### config.mk
export PLATFORM = sky130hd
export DESIGN_NAME = phy_status_identity_regs
export DESIGN_NICKNAME = d
export VERILOG_FILES = /design/src/phy_regs_pkg.sv /design/src/phy_op_timer.sv /design/src/phy_status_identity_regs.sv
export SDC_FILE = /design/constraint.sdc
export NUM_CORES = 1
export LEC_CHECK = 0
export BUFFER_PORTS_ARGS = -buffer_cell sky130_fd_sc_hd__buf_2
export CORE_UTILIZATION = 54
export DETAILED_ROUTE_END_ITERATION = 7
export GPL_ROUTABILITY_DRIVEN = 0
export GPL_TIMING_DRIVEN = 0
export PLACE_DENSITY_LB_ADDON = 0.25
export SLEW_MARGIN = 30
export SYNTH_ARGS = -nofsm -noshare
export SYNTH_HDL_FRONTEND = slang
export SYNTH_SLANG_ARGS = --single-unit
### constraint.sdc
create_clock -name sys_clk -period 2.25 [get_ports sys_clk]
set_input_delay 0.5625 -clock sys_clk [delete_from_list [all_inputs] [get_ports sys_clk]]
set_output_delay 0.5625 -clock sys_clk [all_outputs]
set_load 0.005 [all_outputs]
### src/phy_regs_pkg.sv
package phy_regs_pkg;

  // ----------------------------------------
  // register addresses on the management bus
  // ----------------------------------------
  localparam logic [4:0] ADDR_CONTROL_ONE = 5'h00;
  localparam logic [4:0] ADDR_STATUS_ONE = 5'h01;
  localparam logic [4:0] ADDR_IDENT_HIGH = 5'h02;
  localparam logic [4:0] ADDR_IDENT_LOW = 5'h03;
  localparam logic [4:0] ADDR_STATUS_TWO = 5'h11;
  localparam logic [4:0] ADDR_SILICON_REV = 5'h12;

  // ----------------------------------------
  // status word one field positions
  // ----------------------------------------
  localparam int FULL_DPX_CAP_BIT = 12;
  localparam int HALF_DPX_CAP_BIT = 11;
  localparam int LATCHED_LINK_BIT = 2;
  localparam int LATCHED_JABBER_BIT = 1;

  // ----------------------------------------
  // status word two field positions, and the control word one duplex bit
  // ----------------------------------------
  localparam int TX_ACTIVE_BIT = 13;
  localparam int RX_ACTIVE_BIT = 12;
  localparam int COLLISION_BIT = 11;
  localparam int LIVE_LINK_BIT = 10;
  localparam int DUPLEX_STATE_BIT = 9;
  localparam int POLARITY_BIT = 5;
  localparam int CTRL_DUPLEX_BIT = 8;

  // ----------------------------------------
  // identification values, all arbitrary
  // ----------------------------------------
  localparam logic [21:0] VENDOR_ID_BITS = 22'h2A_5A5A;
  localparam logic [5:0] PHY_PART_NUMBER = 6'h15;
  localparam logic [3:0] PHY_REVISION = 4'h3;
  localparam logic [4:0] SILICON_REVISION = 5'h06;

  // ----------------------------------------
  // reset values and timing
  // ----------------------------------------
  localparam logic LATCHED_LINK_RESET = 1'b0;
  localparam logic LATCHED_JABBER_RESET = 1'b0;
  localparam logic [15:0] DATA_RESET = 16'h0000;
  localparam real CLK_MHZ = 40.0;
  localparam real MGMT_OP_NS = 10240.0;
  localparam int MGMT_OP_CYCLES = int'(MGMT_OP_NS * CLK_MHZ / 1000.0);
  localparam logic [9:0] MGMT_OP_LAST = 10'(MGMT_OP_CYCLES - 1);

  typedef enum logic [1:0] {ST_IDLE, ST_READ, ST_WRITE} mgmt_state_e;

  typedef struct packed {
    logic tx_active;
    logic rx_active;
    logic collision;
    logic link_up;
    logic jabber_seen;
    logic polarity_reversed;
  } line_status_s;

  typedef struct packed {
    logic start_read;
    logic start_write;
    logic [4:0] addr;
  } mgmt_req_s;

  typedef struct packed {
    logic busy;
    logic done;
    logic [15:0] rdata;
  } mgmt_rsp_s;

endpackage

### src/phy_op_timer.sv
`timescale 1ns/1ps
module phy_op_timer
  import phy_regs_pkg::*;
(
  // clock and reset
  input wire logic sys_clk,
  input wire logic resetn,
  // control
  input wire logic start,
  output logic busy,
  output logic done
);
  import phy_regs_pkg::*;

  typedef struct packed {
    logic busy;
    logic done;
    logic [9:0] count;
  } timer_s;

  timer_s state_q;
  timer_s state_d;

  // ----------------------------------------
  // operation timer
  // ----------------------------------------
  always_comb
  begin
    state_d = state_q;
    state_d.done = 1'b0;
    if (state_q.busy)
    begin
      if (state_q.count == MGMT_OP_LAST)
      begin
        state_d.busy = 1'b0;
        state_d.done = 1'b1;
        state_d.count = 10'h000;
      end
      else
      begin
        state_d.count = state_q.count + 10'h001;
      end
    end
    else if (start)
    begin
      state_d.busy = 1'b1;
      state_d.count = 10'h000;
    end
  end

  always_ff @(posedge sys_clk or negedge resetn)
  begin
    if (!resetn)
      state_q <= '0;
    else
      state_q <= state_d;
  end

  assign busy = state_q.busy;
  assign done = state_q.done;

endmodule

### src/phy_status_identity_regs.sv
`timescale 1ns/1ps
module phy_status_identity_regs
  import phy_regs_pkg::*;
(
  // clock and reset
  input wire logic sys_clk,
  input wire logic resetn,
  // live line conditions
  input wire phy_regs_pkg::line_status_s line_status,
  // duplex control bit from control word one
  input wire logic ctrl_full_duplex,
  // management requests
  input wire phy_regs_pkg::mgmt_req_s mgmt_req,
  // management answers
  output phy_regs_pkg::mgmt_rsp_s mgmt_rsp,
  // silicon revision register
  output logic [4:0] silicon_revision_reg
);
  import phy_regs_pkg::*;

  typedef struct packed {
    mgmt_state_e state;
    logic busy;
    logic [4:0] addr;
    logic latched_link_flag;
    logic latched_jabber_flag;
    logic done;
    logic [15:0] rdata;
    logic [4:0] silicon_rev;
  } regs_s;

  regs_s state_q;
  regs_s state_d;
  logic timer_busy;
  logic timer_done;
  logic timer_start;
  logic rearm;
  logic [15:0] status_one;
  logic [15:0] status_two;
  logic [15:0] read_word;

  // ----------------------------------------
  // request acceptance
  // ----------------------------------------
  // one operation at a time; the timer must be idle too
  function automatic logic can_accept(
    input mgmt_state_e st,
    input logic tmr_busy
  );
    return (st == ST_IDLE) && !tmr_busy;
  endfunction

  // busy covers the whole operation, up to its done edge
  function automatic logic op_pending(
    input mgmt_state_e st
  );
    return st != ST_IDLE;
  endfunction

  // ----------------------------------------
  // status word one
  // ----------------------------------------
  // a loss or jabber seen this cycle already shows in the word
  function automatic logic [15:0] build_status_one(
    input logic link_latch,
    input logic jabber_latch,
    input line_status_s ls
  );
    logic [15:0] w;
    w = DATA_RESET;
    w[FULL_DPX_CAP_BIT] = 1'b1;
    w[HALF_DPX_CAP_BIT] = 1'b1;
    w[LATCHED_LINK_BIT] = link_latch & ls.link_up;
    w[LATCHED_JABBER_BIT] = jabber_latch | ls.jabber_seen;
    return w;
  endfunction

  // ----------------------------------------
  // status word two
  // ----------------------------------------
  // live levels only; nothing here is latched
  function automatic logic [15:0] build_status_two(
    input line_status_s ls,
    input logic full_duplex
  );
    logic [15:0] w;
    w = DATA_RESET;
    w[TX_ACTIVE_BIT] = ls.tx_active;
    w[RX_ACTIVE_BIT] = ls.rx_active;
    w[COLLISION_BIT] = ls.collision;
    w[LIVE_LINK_BIT] = ls.link_up;
    w[DUPLEX_STATE_BIT] = full_duplex;
    w[POLARITY_BIT] = ls.polarity_reversed;
    return w;
  endfunction

  // ----------------------------------------
  // identification words
  // ----------------------------------------
  // constants only, so a write has nothing to land in
  function automatic logic [15:0] ident_word(
    input logic [4:0] addr
  );
    logic [15:0] w;
    w = DATA_RESET;
    case (addr)
      ADDR_IDENT_HIGH: w = VENDOR_ID_BITS[21:6];
      ADDR_IDENT_LOW: w = {VENDOR_ID_BITS[5:0], PHY_PART_NUMBER,
        PHY_REVISION};
      default: w = DATA_RESET;
    endcase
    return w;
  endfunction

  // ----------------------------------------
  // read multiplexer
  // ----------------------------------------
  // unknown addresses read zero rather than alias a word
  function automatic logic [15:0] pick_word(
    input logic [4:0] addr,
    input logic [15:0] s1,
    input logic [15:0] s2
  );
    logic [15:0] w;
    w = DATA_RESET;
    case (addr)
      ADDR_STATUS_ONE: w = s1;
      ADDR_STATUS_TWO: w = s2;
      ADDR_IDENT_HIGH: w = ident_word(addr);
      ADDR_IDENT_LOW: w = ident_word(addr);
      default: w = DATA_RESET;
    endcase
    return w;
  endfunction

  // ----------------------------------------
  // latch updates
  // ----------------------------------------
  // link latch: one cycle with the link down clears it
  function automatic logic next_link_latch(
    input logic latch,
    input logic link_up,
    input logic rearm_now
  );
    logic v;
    v = latch;
    if (!link_up)
    begin
      v = 1'b0;
    end
    // rearm takes the live level, so a loss now stays low
    if (rearm_now)
    begin
      v = link_up;
    end
    return v;
  endfunction

  // jabber latch: set wins over a rearm in the same cycle
  function automatic logic next_jabber_latch(
    input logic latch,
    input logic jabber,
    input logic rearm_now
  );
    logic v;
    v = latch;
    if (jabber)
    begin
      v = 1'b1;
    end
    if (rearm_now)
    begin
      v = jabber;
    end
    return v;
  endfunction

  // ----------------------------------------
  // word assembly
  // ----------------------------------------
  always_comb
  begin
    status_one = build_status_one(state_q.latched_link_flag,
      state_q.latched_jabber_flag, line_status);
    status_two = build_status_two(line_status, ctrl_full_duplex);
    read_word = pick_word(state_q.addr, status_one, status_two);
  end

  // ----------------------------------------
  // management sequencer
  // ----------------------------------------
  always_comb
  begin
    state_d = state_q;
    state_d.done = 1'b0;
    timer_start = 1'b0;
    state_d.silicon_rev = SILICON_REVISION;
    // only a completed read of status word one rearms
    rearm = (state_q.state == ST_READ) && timer_done
      && (state_q.addr == ADDR_STATUS_ONE);
    case (state_q.state)
      ST_IDLE:
      begin
        // requests while busy are dropped, host must wait
        if (mgmt_req.start_read && can_accept(state_q.state, timer_busy))
        begin
          state_d.state = ST_READ;
          state_d.addr = mgmt_req.addr;
          timer_start = 1'b1;
        end
        else if (mgmt_req.start_write
          && can_accept(state_q.state, timer_busy))
        begin
          state_d.state = ST_WRITE;
          timer_start = 1'b1;
        end
      end
      ST_READ:
      begin
        if (timer_done)
        begin
          state_d.state = ST_IDLE;
          state_d.done = 1'b1;
          state_d.rdata = read_word;
        end
      end
      ST_WRITE:
      begin
        // status and identity words hold no writable state
        if (timer_done)
        begin
          state_d.state = ST_IDLE;
          state_d.done = 1'b1;
        end
      end
      default: state_d.state = ST_IDLE;
    endcase
    state_d.latched_link_flag = next_link_latch(state_q.latched_link_flag,
      line_status.link_up, rearm);
    state_d.latched_jabber_flag = next_jabber_latch(
      state_q.latched_jabber_flag, line_status.jabber_seen, rearm);
    state_d.busy = op_pending(state_d.state);
  end

  // ----------------------------------------
  // operation timer
  // ----------------------------------------
  phy_op_timer u_timer (
    .sys_clk(sys_clk),
    .resetn(resetn),
    .start(timer_start),
    .busy(timer_busy),
    .done(timer_done)
  );

  // ----------------------------------------
  // state register
  // ----------------------------------------
  always_ff @(posedge sys_clk or negedge resetn)
  begin
    if (!resetn)
    begin
      state_q.state <= ST_IDLE;
      state_q.busy <= 1'b0;
      state_q.addr <= 5'h00;
      state_q.latched_link_flag <= LATCHED_LINK_RESET;
      state_q.latched_jabber_flag <= LATCHED_JABBER_RESET;
      state_q.done <= 1'b0;
      state_q.rdata <= DATA_RESET;
      state_q.silicon_rev <= 5'h00;
    end
    else
    begin
      state_q <= state_d;
    end
  end

  // ----------------------------------------
  // outputs
  // ----------------------------------------
  // every answer comes straight from the state register
  assign mgmt_rsp.busy = state_q.busy;
  assign mgmt_rsp.done = state_q.done;
  assign mgmt_rsp.rdata = state_q.rdata;
  assign silicon_revision_reg = state_q.silicon_rev;

endmodule

==> key figures <==
Worst setup path
  • Startpoint types: flop
  • Worst reg2reg endpoint: mgmt_rsp[2]
  • Crit path capture type: flop
  • Crit path kind: flop to flop
  • Critical path arrival: 2020 ps
  • WP data required: 2460 ps
  • FF-to-FF setup slack: 440 ps
  • R2r startpoint: state_q[31]
  • R2R cell count: 6
  • CP Max Fanout: 7

Synthesis
  • EDFF count, synth: 0
  • Cell with the most instances after synthesis: dfrtp_1
  • Synth Cell Area: 1850 um^2
  • Yosys reg bits: 35
  • Yosys top cell by area: dfrtp_1
  • Unique masters post-synth: 48
  • Register area share after synthesis: 0.473
  • YS warnings: 0
  • Top cell type's share of synthesized area: 0.473
  • Ranking of synthesized cells by area: dfrtp_1 (47%), buf_4 (9.3%), nand2_1 (5.3%), ha_1 (4.1%), mux2_2 (3.0%)
  • Synth Area per Inst: 10.4 um^2
  • Synth cell count leaders: dfrtp_1 (35), nand2_1 (26), buf_4 (23)
  • Gate Count Post-Synth: 179
  • Main synth FF type: dfrtp_1
  • Ys async rst share: 1.00

Timing
  • Rel. slew slack: 0.504
  • Final Slew Violations: 0
  • Final cycle utilization of the critical path: 0.803
  • # setup viols final: 0
  • Setup TNS: 0 ps
  • Max Fclk: 553 MHz
  • Clk_skew: 11.3 ps
  • Crit path time final: 1810 ps
  • RSZ-0062 raised after global routing: no
  • Fin. Hold Viols: 0
  • Actual slew at the worst max-slew pin: 744 ps

CTS
  • Cts repair resizes: 0
  • Total number of H-tree levels: 2
  • Hold_buf cts: 0
  • Clk sinks: 35
  • CTS tree: done
  • Number of CTS-inserted buffers: 5
  • Clock transition at path regs: 110 ps
  • Root Driver: clkbuf_4
  • Setup Buffers After CTS: 0
  • CTS Buffer Depth: 2
  • Clk Latency, worst-skew pair: 330 ps

Routing
  • Final wirelength: 3420 um
  • DRC violations left: 0
  • Detail Route Antenna Nets: 0
  • Wirelength per Cell: 12.8 um
  • Vias after detailed routing: 1386
  • Starting DRC count in detailed routing: 33
  • Initial DRT Pass Iterations: 4
  • Via density: 5.17

Floorplanning
  • Die Wd: 60.6 um
  • Io pins: 39
  • Die ar.: 3670 um^2
  • Chip Height: 60.6 um
  • # rows: 20
  • Core box area: 3150 um^2
  • Starting Density: 0.588

Pwr
  • Cell Pwr Density: 488 nW/um^2
  • P_leak: 1.10 nW
  • Peak VDD IR: 0.254 mV

Final layout
  • N_diodes: 0
  • Nets: 245
  • Layout cells sized above 1: 0.344
  • Design Area, Final: 2160 um^2
  • Max reg flops: 13
  • Area added between synthesis and finish: 16.5%
  • Fillers: 269

Global route
  • Antenna violations before repair: 0
  • Vias in the first global route: 1341
  • Global-route wire length before repair: 5630 um
  • All-Layer GR Usage: 0.212
  • Largest net degree at the start of global routing: 36
  • Grt ovf: 0

Hold path
  • Hold Crit Class: primary input to asynchronous set/reset pin

Job
  • Max-cap violations: 0

Run status
  • Status: complete, no violations

Placement
  • Placed cell area: 2090 um^2
  • Post-DP HPWL: 2520 um
  • I/O Buffers: 34
-- how the worst max path moves through the flow --
| stage | startpoint | end | slack [ps] | cells after the start |
|---|---|---|---|---|
| after floorplan | state_q[31] | mgmt_rsp[2] | 660 | 6 |
| after global placement | state_q[31] | mgmt_rsp[2] | 510 | 6 |
| after detailed placement | state_q[31] | mgmt_rsp[2] | 470 | 6 |
| after CTS | state_q[31] | mgmt_rsp[2] | 430 | 6 |
| after global routing | state_q[31] | mgmt_rsp[2] | 330 | 6 |
| final | state_q[31] | mgmt_rsp[2] | 440 | 6 |
-- final cells by class --
type	count	area (um^2)	area share
Sequential cell	35	876	0.406
Buffer	25	188	0.0870
Tap cell	44	55.1	0.0255
Timing Repair Buffer	34	170	0.0788
Inverter	9	33.8	0.0157
Clock buffer	8	68.8	0.0319
Multi-Input combinational cell	113	767	0.355
-- worst max-delay path, cell delays in order, from the launching register on --
cell      delay, ps
dfrtp_1         400
inv_1           100
ha_1            210
nand2_1         210
and4bb_2        320
and2_1          200
a32o_1          260
-- per-layer routing --
metal / track usage / part of all wire
met1: 0.245 / 0.42
met2: 0.377 / 0.52
met3: 0.0426 / 0.047
met4: 0.101 / 0.013
met5: 0 / 0
-- cell families (layout without fill, tap and decap cells) --
kind of cell,after synthesis,count (layout),synth area share
fa+ha+maj,6,6,0.0405
buf+inv,34,76,0.120
other cells,2,5,0.00405
compound gates,36,36,0.138
mux,8,8,0.0466
simple gates,58,58,0.179
flops,35,35,0.473
-- cells in the final DEF, fill, tap and decap left out, drive strengths merged, types with 2 or more instances in the layout --
cell	instances
buf	58
dfrtp	35
nand2	26
o21ai	10
inv	9
clkbuf	9
nand3	8
a21oi	6
ha	6
mux2	5
conb	5
and2	4
a32o	3
mux2i	3
nand2b	3
a21o	2
nor4	2
o22ai	2
o211ai	2
or4	2
o21bai	2
nand3b	2
o31ai	2
-- report_power, final --
group | internal, W | total (W) | leakage, nW | switching [W]
Sequential | 0.000630 | 0.000630 | 0.435 | 0.000000422
Clock | 0.000184 | 0.000384 | 0.0386 | 0.000200
Combinational | 0.0000175 | 0.0000388 | 0.624 | 0.0000213
Total | 0.000831 | 0.00105 | 1.10 | 0.000221
-- metrics by stage --
stage                     std cells  hold WS [ps]  setup slack [ps]  utilization  total power, W
after floorplan                 182           267               656            -        0.000653
after global placement          260           453               506        0.663        0.000681
final                           268           285               442        0.685         0.00105
after global routing            268           344               335        0.685         0.00109
after detailed placement        260           459               473        0.663        0.000682
after CTS                       268           300               434        0.685         0.00106
Power figures use the tool's default switching activity.
